===== config.mk =====
export PLATFORM = sky130hd
export DESIGN_NAME = qr_valley_skip_turnon_control
export DESIGN_NICKNAME = d
export VERILOG_FILES = /design/src/qr_pkg.sv /design/src/edge_sync.sv /design/src/axil_regs.sv /design/src/qr_valley_skip_turnon_control.sv
export VERILOG_INCLUDE_DIRS = /design/src /design/src/src
export SDC_FILE = /design/constraint.sdc
export NUM_CORES = 1
export LEC_CHECK = 0
export BUFFER_PORTS_ARGS = -buffer_cell sky130_fd_sc_hd__buf_4
export CAP_MARGIN = 20
export CORE_ASPECT_RATIO = 1.1
export CORE_MARGIN = 4
export CORE_UTILIZATION = 25
export DETAILED_ROUTE_END_ITERATION = 10
export MAX_ROUTING_LAYER = met4
export SETUP_SLACK_MARGIN = 0.15
export SLEW_MARGIN = 25
export SYNTH_ARGS = -nofsm -noshare
export SYNTH_HDL_FRONTEND = slang
export SYNTH_SLANG_ARGS = --single-unit

===== constraint.sdc =====
create_clock -name clock -period 2.2 [get_ports clock]
set_input_delay 0.33 -clock clock [delete_from_list [all_inputs] [get_ports clock]]
set_output_delay 0.33 -clock clock [all_outputs]
set_load 0.1 [all_outputs]

===== src/qr_cfg.svh =====
// Offsets, field positions, reset values and timing figures of the turn-on control.
// Assumes a 100 MHz core clock; included by the register slave, the control and the bench.
`ifndef QR_CFG_SVH
`define QR_CFG_SVH

// ==========================================================
// Register map (byte addresses)
`define QR_CTRL_OFS      12'h000
`define QR_STATUS_OFS    12'h004
`define QR_CYCLES_OFS    12'h008
`define QR_SKIPS_OFS     12'h00c

// ==========================================================
// Field positions and reset values
`define QR_CTRL_EN_BIT   0
`define QR_CTRL_HF_BIT   1
`define QR_CTRL_RST      32'h0000_0001
`define QR_ST_GATE_BIT   0
`define QR_ST_QR_BIT     1
`define QR_ST_LONG_BIT   2
`define QR_ST_STATE_LSB  4

// ==========================================================
// Timing figures, each in its own unit
`define QR_CLK_KHZ       100000
`define QR_CLK_NS        10
`define QR_FLIM_L_KHZ    136
`define QR_FLIM_H_KHZ    225
`define QR_TBLANK_S_NS   2500
`define QR_TBLANK_L_NS   6300
`define QR_TSTROBE_NS    1000
`define QR_TON_DLY_NS    200
`define QR_FSTART_KHZ    20
`define QR_FMIN_KHZ      12

`endif


===== src/qr_pkg.sv =====
// Types shared by the turn-on control and its register slave.
// Assumes qr_cfg.svh for the numeric figures.
package qr_pkg;

  // ==========================================================
  // Gate sequencer states
  typedef enum logic [3:0]
  {
    ST_OFF_BLANK = 4'b0001,
    ST_OFF_WAIT  = 4'b0010,
    ST_ON_DELAY  = 4'b0100,
    ST_ON        = 4'b1000
  } gate_state_t;

  typedef enum logic [1:0]
  {
    RESP_OKAY   = 2'b00,
    RESP_SLVERR = 2'b10
  } axi_resp_t;

endpackage


===== src/edge_sync.sv =====
// Two-stage synchroniser with a two-cycle glitch filter and edge pulses.
// Assumes an asynchronous comparator level on async_in.
`timescale 1ns/1ps
module edge_sync
  import qr_pkg::*;
(
  input  wire logic clock,
  input  wire logic rst_n,
  input  wire logic ce,
  input  wire logic async_in,
  output logic      level,
  output logic      rise,
  output logic      fall
);

  logic s1;
  logic s2;
  logic s3;
  logic level_d;
  logic next_level;

  // ==========================================================
  // Filter: a level must hold two samples before it counts
  always_comb
  begin
    next_level = level;
    if (s2 == s3)
    begin
      next_level = s3; // RQ16
    end
  end

  always_ff @(posedge clock or negedge rst_n)
  begin
    if (!rst_n)
    begin
      s1      <= 1'b0;
      s2      <= 1'b0;
      s3      <= 1'b0;
      level   <= 1'b0;
      level_d <= 1'b0;
    end
    else if (ce)
    begin
      s1      <= async_in;
      s2      <= s1;
      s3      <= s2;
      level   <= next_level;
      level_d <= level;
    end
  end

  assign rise = level & ~level_d;
  assign fall = ~level & level_d;

endmodule


===== src/axil_regs.sv =====
// AXI4-Lite slave holding the control word and reading back block state.
// Assumes one outstanding write and one outstanding read from the master.
`include "qr_cfg.svh"
`timescale 1ns/1ps
module axil_regs
  import qr_pkg::*;
(
  input  wire logic        clock,
  input  wire logic        rst_n,
  input  wire logic        ce,
  input  wire logic [11:0] s_axi_awaddr,
  input  wire logic        s_axi_awvalid,
  output logic             s_axi_awready,
  input  wire logic [31:0] s_axi_wdata,
  input  wire logic [3:0]  s_axi_wstrb,
  input  wire logic        s_axi_wvalid,
  output logic             s_axi_wready,
  output logic [1:0]       s_axi_bresp,
  output logic             s_axi_bvalid,
  input  wire logic        s_axi_bready,
  input  wire logic [11:0] s_axi_araddr,
  input  wire logic        s_axi_arvalid,
  output logic             s_axi_arready,
  output logic [31:0]      s_axi_rdata,
  output logic [1:0]       s_axi_rresp,
  output logic             s_axi_rvalid,
  input  wire logic        s_axi_rready,
  input  wire logic [31:0] status,
  input  wire logic [31:0] cycles,
  input  wire logic [31:0] skips,
  output logic [31:0]      ctrl
);

  logic        aw_full;
  logic        w_full;
  logic [11:0] aw_addr;
  logic [31:0] w_data;
  logic [3:0]  w_strb;
  logic        next_aw_full;
  logic        next_w_full;
  logic [11:0] next_aw_addr;
  logic [31:0] next_w_data;
  logic [3:0]  next_w_strb;
  logic        next_awready;
  logic        next_wready;
  logic        next_bvalid;
  logic [1:0]  next_bresp;
  logic        next_arready;
  logic        next_rvalid;
  logic [31:0] next_rdata;
  logic [1:0]  next_rresp;
  logic [31:0] next_ctrl;

  // ==========================================================
  // Write and read channels
  always_comb
  begin
    next_aw_full = aw_full;
    next_w_full  = w_full;
    next_aw_addr = aw_addr;
    next_w_data  = w_data;
    next_w_strb  = w_strb;
    next_bvalid  = s_axi_bvalid;
    next_bresp   = s_axi_bresp;
    next_rvalid  = s_axi_rvalid;
    next_rdata   = s_axi_rdata;
    next_rresp   = s_axi_rresp;
    next_ctrl    = ctrl;
    if (s_axi_awvalid && s_axi_awready)
    begin
      next_aw_full = 1'b1;
      next_aw_addr = s_axi_awaddr;
    end
    if (s_axi_wvalid && s_axi_wready)
    begin
      next_w_full = 1'b1;
      next_w_data = s_axi_wdata;
      next_w_strb = s_axi_wstrb;
    end
    if (s_axi_bvalid && s_axi_bready)
    begin
      next_bvalid = 1'b0;
    end
    // Commit only once both halves are held and the last answer is gone
    if (aw_full && w_full && !s_axi_bvalid)
    begin
      next_aw_full = 1'b0;
      next_w_full  = 1'b0;
      next_bvalid  = 1'b1;
      next_bresp   = RESP_OKAY;
      if (aw_addr == `QR_CTRL_OFS)
      begin
        for (int b = 0; b < 4; b++)
        begin
          if (w_strb[b])
          begin
            next_ctrl[8*b +: 8] = w_data[8*b +: 8];
          end
        end
      end
      else if (aw_addr == `QR_STATUS_OFS || aw_addr == `QR_CYCLES_OFS || aw_addr == `QR_SKIPS_OFS)
      begin
        next_bresp = RESP_OKAY;
      end
      else
      begin
        next_bresp = RESP_SLVERR;
      end
    end
    if (s_axi_rvalid && s_axi_rready)
    begin
      next_rvalid = 1'b0;
    end
    if (s_axi_arvalid && s_axi_arready)
    begin
      next_rvalid = 1'b1;
      next_rresp  = RESP_OKAY;
      if (s_axi_araddr == `QR_CTRL_OFS)
      begin
        next_rdata = ctrl;
      end
      else if (s_axi_araddr == `QR_STATUS_OFS)
      begin
        next_rdata = status;
      end
      else if (s_axi_araddr == `QR_CYCLES_OFS)
      begin
        next_rdata = cycles;
      end
      else if (s_axi_araddr == `QR_SKIPS_OFS)
      begin
        next_rdata = skips;
      end
      else
      begin
        next_rdata = 32'h0000_0000;
        next_rresp = RESP_SLVERR;
      end
    end
    next_awready = !next_aw_full;
    next_wready  = !next_w_full;
    next_arready = !next_rvalid;
  end

  always_ff @(posedge clock or negedge rst_n)
  begin
    if (!rst_n)
    begin
      aw_full       <= 1'b0;
      w_full        <= 1'b0;
      aw_addr       <= 12'h000;
      w_data        <= 32'h0000_0000;
      w_strb        <= 4'h0;
      s_axi_awready <= 1'b0;
      s_axi_wready  <= 1'b0;
      s_axi_bvalid  <= 1'b0;
      s_axi_bresp   <= 2'h0;
      s_axi_arready <= 1'b0;
      s_axi_rvalid  <= 1'b0;
      s_axi_rdata   <= 32'h0000_0000;
      s_axi_rresp   <= 2'h0;
      ctrl          <= `QR_CTRL_RST;
    end
    else if (ce)
    begin
      aw_full       <= next_aw_full;
      w_full        <= next_w_full;
      aw_addr       <= next_aw_addr;
      w_data        <= next_w_data;
      w_strb        <= next_w_strb;
      s_axi_awready <= next_awready;
      s_axi_wready  <= next_wready;
      s_axi_bvalid  <= next_bvalid;
      s_axi_bresp   <= next_bresp;
      s_axi_arready <= next_arready;
      s_axi_rvalid  <= next_rvalid;
      s_axi_rdata   <= next_rdata;
      s_axi_rresp   <= next_rresp;
      ctrl          <= next_ctrl;
    end
  end

endmodule


===== src/qr_valley_skip_turnon_control.sv =====
// Turn-on gating of a quasi-resonant flyback switch, with AXI4-Lite control.
// Assumes asynchronous comparators for arming, trigger, 1V level and current limit.
//
// Functional notes
// (RQ1) Oscillator caps rate at 136 or 225 kHz
// (RQ2) Oscillator period restarts at every turn-on
// (RQ3) Late falling trigger turns on, resynchronizes
// (RQ4) Early falling trigger is ignored
// (RQ5) Ringing re-arms; valleys skipped until period ends
// (RQ6) Blanking after turn-off inhibits, may extend period
// (RQ7) Blanking lengths 2.5 us and 6.3 us
// (RQ8) Level above 1V picks short blanking
// (RQ9) Never armed: switch at fixed starter frequency
// (RQ10) Armed operation times turn-on from trigger
// (RQ11) Arm stuck high: fall back to minimum frequency
// (RQ12) Current limit turns switch off each cycle
// (RQ13) Trigger needs prior arming; short delay follows
// (RQ14) Level sampled at strobe delay after turn-off
// (RQ15) All intervals counted in clocks, parameterized
// (RQ16) Comparators synchronized and deglitched before edges
`include "qr_cfg.svh"
`timescale 1ns/1ps
module qr_valley_skip_turnon_control
  import qr_pkg::*;
#(
  parameter int unsigned OSC_L_CYC   = (`QR_CLK_KHZ + `QR_FLIM_L_KHZ - 1) / `QR_FLIM_L_KHZ,
  parameter int unsigned OSC_H_CYC   = (`QR_CLK_KHZ + `QR_FLIM_H_KHZ - 1) / `QR_FLIM_H_KHZ,
  parameter int unsigned BLANK_S_CYC = (`QR_TBLANK_S_NS + `QR_CLK_NS - 1) / `QR_CLK_NS,
  parameter int unsigned BLANK_L_CYC = (`QR_TBLANK_L_NS + `QR_CLK_NS - 1) / `QR_CLK_NS,
  parameter int unsigned STROBE_CYC  = (`QR_TSTROBE_NS + `QR_CLK_NS - 1) / `QR_CLK_NS,
  parameter int unsigned TON_DLY_CYC = (`QR_TON_DLY_NS + `QR_CLK_NS - 1) / `QR_CLK_NS,
  parameter int unsigned STARTER_CYC = (`QR_CLK_KHZ + `QR_FSTART_KHZ - 1) / `QR_FSTART_KHZ,
  parameter int unsigned MINF_CYC    = (`QR_CLK_KHZ + `QR_FMIN_KHZ - 1) / `QR_FMIN_KHZ
)
(
  input  wire logic        clock,
  input  wire logic        rst_n,
  input  wire logic        ce,
  input  wire logic        arm_cmp,
  input  wire logic        trig_cmp,
  input  wire logic        level_cmp,
  input  wire logic        ilim_cmp,
  output logic             gate_on,
  input  wire logic [11:0] s_axi_awaddr,
  input  wire logic        s_axi_awvalid,
  output logic             s_axi_awready,
  input  wire logic [31:0] s_axi_wdata,
  input  wire logic [3:0]  s_axi_wstrb,
  input  wire logic        s_axi_wvalid,
  output logic             s_axi_wready,
  output logic [1:0]       s_axi_bresp,
  output logic             s_axi_bvalid,
  input  wire logic        s_axi_bready,
  input  wire logic [11:0] s_axi_araddr,
  input  wire logic        s_axi_arvalid,
  output logic             s_axi_arready,
  output logic [31:0]      s_axi_rdata,
  output logic [1:0]       s_axi_rresp,
  output logic             s_axi_rvalid,
  input  wire logic        s_axi_rready
);

  localparam logic [15:0] OSC_L   = 16'(OSC_L_CYC);
  localparam logic [15:0] OSC_H   = 16'(OSC_H_CYC);
  localparam logic [15:0] BLANK_S = 16'(BLANK_S_CYC);
  localparam logic [15:0] BLANK_L = 16'(BLANK_L_CYC);
  localparam logic [15:0] STROBE  = 16'(STROBE_CYC);
  localparam logic [15:0] TON_DLY = 16'(TON_DLY_CYC);
  localparam logic [15:0] STARTER = 16'(STARTER_CYC);
  localparam logic [15:0] MINF    = 16'(MINF_CYC);

  gate_state_t state;
  gate_state_t next_state;
  logic [15:0] on_cnt;
  logic [15:0] off_cnt;
  logic [15:0] dly_cnt;
  logic        armed;
  logic        arm_hi_seen;
  logic        arm_lo_seen;
  logic        blank_long;
  logic        qr_mode;
  logic [31:0] cycles;
  logic [31:0] skips;
  logic [15:0] next_on_cnt;
  logic [15:0] next_off_cnt;
  logic [15:0] next_dly_cnt;
  logic        next_armed;
  logic        next_arm_hi_seen;
  logic        next_arm_lo_seen;
  logic        next_blank_long;
  logic        next_qr_mode;
  logic [31:0] next_cycles;
  logic [31:0] next_skips;
  logic        next_gate_on;
  logic        arm_lvl;
  logic        arm_rise;
  logic        trig_fall;
  logic        level_hi;
  logic        ilim_lvl;
  logic [31:0] ctrl;
  logic [31:0] status;
  logic        enable;
  logic [15:0] period;
  logic [15:0] blank_len;
  logic        osc_done;
  logic        blank_done;

  function automatic logic [15:0] sat_inc(input logic [15:0] v);
    sat_inc = (v == 16'hffff) ? v : v + 16'h0001;
  endfunction

  // ==========================================================
  // Comparator inputs
  edge_sync u_arm (.clock(clock), .rst_n(rst_n), .ce(ce), .async_in(arm_cmp),
                   .level(arm_lvl), .rise(arm_rise), .fall()); // RQ16
  edge_sync u_trig (.clock(clock), .rst_n(rst_n), .ce(ce), .async_in(trig_cmp),
                    .level(), .rise(), .fall(trig_fall)); // RQ16
  edge_sync u_lvl (.clock(clock), .rst_n(rst_n), .ce(ce), .async_in(level_cmp),
                   .level(level_hi), .rise(), .fall());
  edge_sync u_ilim (.clock(clock), .rst_n(rst_n), .ce(ce), .async_in(ilim_cmp),
                    .level(ilim_lvl), .rise(), .fall()); // RQ16

  // ==========================================================
  // Register slave
  assign status = {24'h000000, state, 1'b0, blank_long, qr_mode, gate_on};

  axil_regs u_regs (
    .clock(clock), .rst_n(rst_n), .ce(ce),
    .s_axi_awaddr(s_axi_awaddr), .s_axi_awvalid(s_axi_awvalid), .s_axi_awready(s_axi_awready),
    .s_axi_wdata(s_axi_wdata), .s_axi_wstrb(s_axi_wstrb), .s_axi_wvalid(s_axi_wvalid),
    .s_axi_wready(s_axi_wready), .s_axi_bresp(s_axi_bresp), .s_axi_bvalid(s_axi_bvalid),
    .s_axi_bready(s_axi_bready), .s_axi_araddr(s_axi_araddr), .s_axi_arvalid(s_axi_arvalid),
    .s_axi_arready(s_axi_arready), .s_axi_rdata(s_axi_rdata), .s_axi_rresp(s_axi_rresp),
    .s_axi_rvalid(s_axi_rvalid), .s_axi_rready(s_axi_rready),
    .status(status), .cycles(cycles), .skips(skips), .ctrl(ctrl)
  );

  assign enable     = ctrl[`QR_CTRL_EN_BIT];
  assign period     = ctrl[`QR_CTRL_HF_BIT] ? OSC_H : OSC_L; // RQ1 RQ15
  assign blank_len  = blank_long ? BLANK_L : BLANK_S; // RQ7
  assign osc_done   = on_cnt >= period; // RQ2
  assign blank_done = off_cnt >= blank_len;

  // ==========================================================
  // Gate sequencer
  always_comb
  begin
    next_state       = state;
    next_on_cnt      = sat_inc(on_cnt); // RQ15
    next_off_cnt     = sat_inc(off_cnt);
    next_dly_cnt     = dly_cnt;
    next_armed       = armed;
    next_arm_hi_seen = arm_hi_seen;
    next_arm_lo_seen = arm_lo_seen;
    next_blank_long  = blank_long;
    next_qr_mode     = qr_mode;
    next_cycles      = cycles;
    next_skips       = skips;
    next_gate_on     = gate_on;
    case (state)
      ST_ON:
      begin
        // Sync latency stands in for the comparator path delay
        if (ilim_lvl || !enable)
        begin
          next_state       = ST_OFF_BLANK; // RQ12
          next_gate_on     = 1'b0;
          next_off_cnt     = 16'h0000;
          next_armed       = 1'b0;
          next_arm_hi_seen = 1'b0;
          next_arm_lo_seen = 1'b0;
        end
      end
      ST_OFF_BLANK:
      begin
        if (off_cnt == STROBE)
        begin
          next_blank_long = !level_hi; // RQ8 RQ14
        end
        // Ringing right after turn-off must not arm anything
        if (off_cnt > STROBE && blank_done)
        begin
          next_state = ST_OFF_WAIT; // RQ6
        end
      end
      ST_OFF_WAIT:
      begin
        next_arm_hi_seen = arm_hi_seen | arm_lvl;
        next_arm_lo_seen = arm_lo_seen | ~arm_lvl;
        if (arm_rise)
        begin
          next_armed = 1'b1; // RQ5
        end
        if (trig_fall && armed)
        begin
          if (osc_done && enable)
          begin
            next_state   = ST_ON_DELAY; // RQ3 RQ10 RQ13
            next_dly_cnt = 16'h0000;
            next_qr_mode = 1'b1;
          end
          else
          begin
            // A fresh arming edge in the same cycle wins over the disarm
            next_armed = arm_rise; // RQ4 RQ5
            next_skips = skips + 32'h0000_0001;
          end
        end
        else if (osc_done && enable && !arm_hi_seen && !arm_lvl && on_cnt >= STARTER)
        begin
          next_state   = ST_ON; // RQ9
          next_gate_on = 1'b1;
          next_on_cnt  = 16'h0000;
          next_qr_mode = 1'b0;
          next_cycles  = cycles + 32'h0000_0001;
        end
        else if (osc_done && enable && !arm_lo_seen && arm_lvl && on_cnt >= MINF)
        begin
          next_state   = ST_ON; // RQ11
          next_gate_on = 1'b1;
          next_on_cnt  = 16'h0000;
          next_qr_mode = 1'b0;
          next_cycles  = cycles + 32'h0000_0001;
        end
      end
      ST_ON_DELAY:
      begin
        next_dly_cnt = sat_inc(dly_cnt);
        if (dly_cnt >= TON_DLY - 16'h0001)
        begin
          next_state   = ST_ON; // RQ13
          next_gate_on = 1'b1;
          next_on_cnt  = 16'h0000; // RQ2 RQ3
          next_cycles  = cycles + 32'h0000_0001;
        end
      end
      default:
      begin
        next_state   = ST_OFF_BLANK;
        next_gate_on = 1'b0;
      end
    endcase
  end

  always_ff @(posedge clock or negedge rst_n)
  begin
    if (!rst_n)
    begin
      state       <= ST_OFF_BLANK;
      on_cnt      <= 16'h0000;
      off_cnt     <= 16'h0000;
      dly_cnt     <= 16'h0000;
      armed       <= 1'b0;
      arm_hi_seen <= 1'b0;
      arm_lo_seen <= 1'b0;
      blank_long  <= 1'b1;
      qr_mode     <= 1'b0;
      cycles      <= 32'h0000_0000;
      skips       <= 32'h0000_0000;
      gate_on     <= 1'b0;
    end
    else if (ce)
    begin
      state       <= next_state;
      on_cnt      <= next_on_cnt;
      off_cnt     <= next_off_cnt;
      dly_cnt     <= next_dly_cnt;
      armed       <= next_armed;
      arm_hi_seen <= next_arm_hi_seen;
      arm_lo_seen <= next_arm_lo_seen;
      blank_long  <= next_blank_long;
      qr_mode     <= next_qr_mode;
      cycles      <= next_cycles;
      skips       <= next_skips;
      gate_on     <= next_gate_on;
    end
  end
endmodule


# After elaboration in Yosys (flattened, before gate mapping)
# Cells that the tools add are included.
dict set report totals {
  mem_count 0
  latchBits 0
  word_cells 213
  output_inout_bits 42
  input_bits 72
  register_bits 263
  mem_bits_ro 0
  ramBits 0
}
dict set report op_classes {
  addsub 5
  div_mod_pow 0
  bitwise_logic 9
  order_cmp 6
  n_reduce_logical 55
  n_eq_ne 29
  n_mux 62
  n_shift 0
  n_mul 0
}
# op count
set op_table {}
lappend op_table {{32-bit two-way mux} 8}
lappend op_table {{16-bit two-way mux} 11}
lappend op_table {{32-bit by 1-bit adder with 32-bit output, second input constant} 2}
lappend op_table {{16-bit one-hot mux with 2 select lines} 2}
lappend op_table {{32-bit one-hot mux with 2 select lines} 1}
lappend op_table {{16-bit by 1-bit adder with 16-bit output, second input constant} 3}
lappend op_table {{12-bit by 4-bit == test with 1-bit output, second input constant} 4}
lappend op_table {{16-bit == test, second input constant} 3}
lappend op_table {{16-bit by 10-bit >= comparator with 1-bit output} 2}
lappend op_table {{4-bit two-way mux} 7}
lappend op_table {{12-bit by 3-bit == test with 1-bit output, second input constant} 2}
lappend op_table {{12-bit logical NOT} 2}
lappend op_table {{4-bit AND reduction} 6}
lappend op_table {{1-bit two-way mux} 20}
lappend op_table {{10-bit two-way mux} 2}
lappend op_table {{2-bit AND reduction} 9}
lappend op_table {{16-bit by 7-bit == test with 1-bit output, second input constant} 1}
lappend op_table {{16-bit by 13-bit >= comparator with 1-bit output, second input constant} 1}
lappend op_table {{16-bit by 14-bit >= comparator with 1-bit output, second input constant} 1}
lappend op_table {{16-bit by 5-bit >= comparator with 1-bit output, second input constant} 1}
lappend op_table {{16-bit by 7-bit greater-than comparator with 1-bit output, second input constant} 1}
lappend op_table {{1-bit logical AND} 16}
lappend op_table {{4-bit one-hot mux with 4 select lines} 1}
lappend op_table {{2-bit inequality test, second input constant} 7}
lappend op_table {{21 further kinds} 53}

# Logic depth before layout (Yosys ltp)
dict set report depth {
  word_depth 10
  depth_mapped 11
  depth_no_buf 9
}

# Modules after synthesis
# A second synthesis with hierarchy kept.
dict set report hier_totals {
  cells_unflattened 1187
  hier_area_um2 13150.1
}
# mod cells_per_inst area_per_inst_um2 n_inst seq_area_each_um2
set modules_own_cells {}
lappend modules_own_cells {qr_valley_skip_turnon_control 695 6712.7 1 3055.4}
lappend modules_own_cells {axil_regs 436 5616.6 1 3029.2}
lappend modules_own_cells {edge_sync 14 205.2 4 125.1}

# Least setup slack after synthesis
# Ideal clock, no wire load.
dict set report synth_path {
  path_type {reg-to-reg}
  from {reg u_regs.ctrl[1]}
  to {reg cycles[1]}
  path_buffers 1
  required_time_ns 2.075
  setup_slack_ns -0.193
  setup_ns 0.125
  arrival_time_ns 2.268
  path_stages_with_launch 10
  period_less_slack_ns 2.393
  cell_sequence {dfrtp_1 > inv_1 > ha_1 > nand4_1 > o32a_1 > o21ai_4 > a31o_2 > and2_4 > buf_6 > mux2_4}
}
dict set report synth_between {
  elab_chain_len 9
  word_cells_on_any_way 14
  classes_between {order compare: 1; eq/ne: 1; mux: 4; reduce/logical: 8}
}
# item line
set synth_lines {}
lappend synth_lines {{from (decl)} axil_regs.sv:31} ;# output logic [31:0] ctrl
lappend synth_lines {{from (signal assigned)} axil_regs.sv:162} ;# ctrl <= `QR_CTRL_RST;
lappend synth_lines {{from (signal assigned)} axil_regs.sv:179} ;# ctrl <= next_ctrl;
lappend synth_lines {{10-bit two-way mux *} qr_valley_skip_turnon_control.sv:139} ;# assign period = ctrl[`QR_CTRL_HF_BIT] ? OSC_H : OSC_L;
lappend synth_lines {{16-bit by 10-bit >= comparator with 1-bit output *} qr_valley_skip_turnon_control.sv:141} ;# assign osc_done = on_cnt >= period;
lappend synth_lines {{1-bit logical AND *} {qr_valley_skip_turnon_control.sv:209, qr_valley_skip_turnon_control.sv:217}}
lappend synth_lines {{1-bit logical AND (3 in series)} qr_valley_skip_turnon_control.sv:209} ;# else if (osc_done && enable && !arm_hi_seen && !arm_lvl && on_cnt >= STARTER)
lappend synth_lines {{32-bit two-way mux} qr_valley_skip_turnon_control.sv:209}
lappend synth_lines {{32-bit two-way mux} qr_valley_skip_turnon_control.sv:194} ;# if (trig_fall && armed)
lappend synth_lines {{32-bit one-hot mux with 2 select lines} qr_valley_skip_turnon_control.sv:160} ;# case (state)
lappend synth_lines {{to (signal assigned)} qr_valley_skip_turnon_control.sv:273} ;# cycles <= next_cycles;
lappend synth_lines {{to (decl)} qr_valley_skip_turnon_control.sv:82} ;# logic [31:0] cycles;
# Every way passes the cells marked *; elsewhere a longest branch is shown, timed or not. The select of a mux whose other input is x is not followed.
# A chain may end at the register's enable or synchronous reset.

# Worst setup path in the final report
# Same ends and word-level chain as after synthesis.

==> flow_summary.ini <==
[worst_setup_path]
endpoint_kind = register
arrival_ns = 2.87
cp.required_ns = 2.63
critPathMaxFanout = 5
worstSetupPathType = register to register
start_kind = register

[logic_synthesis]
yosys.cell_count.top_type = dfrtp_1
yosys-top-cells-count = dfrtp_1 (258), nand2_1 (108), mux2_2 (94)
asyncSetResetFlopFracSynth = 1.00
synth_edf_count = 0
avgSynthCellArea_um2 = 10.8
ys_warn_count = 0
synth_ff_type = dfrtp_1
synth_top_area_cell = dfrtp_1
ys_ff_latch = 261
ys_seq_area_frac = 0.528
ys_types = 67
synth_area_mm2 = 0.0124
synthCells = 1145
synth_area_leaders = dfrtp_1 (52%), mux2_2 (8.5%), xnor2_1 (4.7%)
post-synth-top-area-fraction = 0.521

[die]
start_util = 0.253
die_w_um = 220
io_pins = 114
row_count = 85
die_h_um = 241
die_area_mm2 = 0.0532
design.core.area_mm2 = 0.0489

[sta]
hold_viol_final = 0
finalMaxSlewViolations = 0
fin_crit_sh = 1.11
clock.fmax_mhz = 411
tightest_slew_ns = 0.588
fin_crit_ns = 2.43
slew_headroom = 0.607
fin_ws_ns = -0.233
finalSetupViolations = 98
rsz0062_at_grt = yes
skew_ns = 0.00857

[global_route]
grt_pass1_wl_um = 50900
first_global_vias = 9646
grt_max_degree = 68
grt_util_all_layers = 0.120
antenna_found_initial = 2
grt_overflow_total = 0

[drt]
postRouteAntennaNets = 0
drt-total-wl_um = 32200
first_pass_iters = 4
drc_errors = 0
viasPerCell = 4.61
num_vias = 9625
avgRoutedWirePerCell_um = 15.4
drtIter0Drc = 449

[run]
max_cap_viol_count = 0

[placed_design]
placedCellCount = 1979
dp_hpwl_um = 22900
port-buffer-count = 111
finalWeightedCongestion = 0.849

[pwr]
powerDensity_mw_per_mm2 = 827
power_frac_comb = 0.203
netSwitchingFraction = 0.292
vdd_drop_max_mv = 0.644
p_leak_nw = 7.48
internal-power_mw = 9.88
finalPower_mw = 14.0
power.switching_mw = 4.08
seq_power_share = 0.449
p_clk_frac = 0.348

[layout]
fill_cells = 4812
final_cells = 2089
drive_above_1_share = 0.325
area_growth_pct = 36.4
fin_nets = 1505

[cts]
clk_path_buf_depth = 3
htree_num_levels = 1
clock-sinks = 261
numCtsBuffers = 28
cts_root_buf = clkbuf_16
clk_pin_slew_ns = 0.06
cts_tree = built
clk_latency_ns = 0.55

[outcome]
failed_checks = setup timing
outcome = complete, but fails checks

[hold_path]
hold_class = input port to register
## per-stage QoR
stage	TNS, ns	hold slack (ns)	utilization	worst slack [ns]	area [um^2]
after floorplan	-0.147	0.0344	-	-0.0758	12400
after global placement	-2.93	0.296	0.304	-0.176	14900
after detailed placement	-10.81	0.296	0.304	-0.253	14900
after CTS	-9.54	0.00147	0.335	-0.174	16400
after global routing	-24.31	0.00579	0.345	-0.317	16900
final	-15.24	0.0267	0.345	-0.233	16900
## cell families after synthesis
| group | Yosys count | share of synthesized area |
|---|---|---|
| AND/OR/NAND/NOR | 414 | 0.172 |
| AO/OA/AOI/OAI | 172 | 0.0791 |
| adder cells (fa/ha/maj) | 18 | 0.0182 |
| XOR/XNOR | 83 | 0.0587 |
| multiplexers | 128 | 0.120 |
| other | 1 | 0.000303 |
| buffers and inverters | 68 | 0.0233 |
| flip-flops | 261 | 0.528 |
## power by group through the flow
stage                     registers [mW]  clock network, mW  logic (mW)
after detailed placement            6.30                  0        2.67
after floorplan                     6.46                  0        1.44
after CTS                           6.23               4.99        2.78
final                               6.27               4.85        2.83
after global placement              6.26                  0        2.59
after global routing                6.39               5.18        3.10
## flip-flops by register name (all words and copies together) (netlist names), 4 cells and up
name	count
off_cnt	16
state	4
u_regs.aw_addr	12
u_regs.w_strb	4
on_cnt	16
u_regs.ctrl	32
u_regs.w_data	32
skips	32
u_regs.s_axi_rdata	32
cycles	32
dly_cnt	16
## timing repair
item | 4_1_cts | 5_1_grt
gates cloned | 1 | 1
hold buffers | 47 | 0
hold endpoints to repair | 93 | 0
pin swaps | 1 | 27
resized for setup | 15 | 73
setup buffers | 2 | 7
setup endpoints to repair | 119 | 142
## critical path: stages, from the launching register on
cell     delay [ns]
dfrtp_2        0.48
inv_4          0.08
ha_4           0.27
nand4_1        0.11
o32a_1         0.42
o21ai_4        0.24
a31o_4         0.25
and2_4         0.18
mux2_4         0.29
## routing by layer
| layer | part of all wire | wire length [um] | GRT usage | vias to the layer above |
|---|---|---|---|---|
| li1 | - | - | - | 4638 |
| met1 | 0.45 | 14600 | 0.162 | 4766 |
| met2 | 0.48 | 15400 | 0.191 | 174 |
| met3 | 0.044 | 1430 | 0.0209 | 47 |
| met4 | 0.022 | 712 | 0.0297 | 0 |
| met5 | 0 | 0 | - | - |
## path summary, 6_finish.rpt
kind | cells after the start | from | slack (ns) | to
setup / recovery | 8 | u_regs.ctrl[1] | -0.23 | cycles[1]
setup reg to reg | 8 | u_regs.ctrl[1] | -0.23 | cycles[1]
max in group asynchronous | 3 | rst_n | 1.17 | blank_long
hold reg to reg | 1 | u_lvl.level | 0.44 | blank_long
hold / removal | 2 | s_axi_wdata[2] | 0.03 | u_regs.w_data[2]
min in group asynchronous | 2 | rst_n | 0.31 | u_regs.ctrl[12]
## cell type report
class | count | area, um^2 | share of cell area
Inverter | 22 | 85.1 | 0.00504
Antenna cell | 2 | 5.00 | 0.000296
Sequential cell | 261 | 6540 | 0.387
Clock buffer | 41 | 851 | 0.0504
Multi-Input combinational cell | 817 | 6020 | 0.357
Timing Repair Buffer | 285 | 2450 | 0.145
Clock inverter | 9 | 110 | 0.00652
Tap cell | 652 | 816 | 0.0483
## cell usage in the layout (no fill, tap or decap), types with 4 or more instances in the layout
master,n
mux2i_1,26
a31oi_1,11
nor4_4,5
mux4_2,7
clkbuf_8,8
xnor2_1,60
nor4_1,12
o21ai_0,68
nor2_1,88
nand4_1,39
dfrtp_1,255
clkbuf_16,30
clkbuf_1,4
ha_1,13
nor3_2,6
and4_1,15
inv_1,20
a21oi_1,61
nand2_4,6
ha_4,5
nor4_2,4
xor2_1,17
and2_1,9
buf_6,9
nand2_1,99
and3_1,22
nand3_2,7
buf_4,216
nor3_1,15
dlygate4sd3_1,47
mux2_4,8
nand3_1,46
buf_12,11
xnor2_2,6
nand2b_1,4
mux2_2,87
Power figures use the tool's default switching activity.
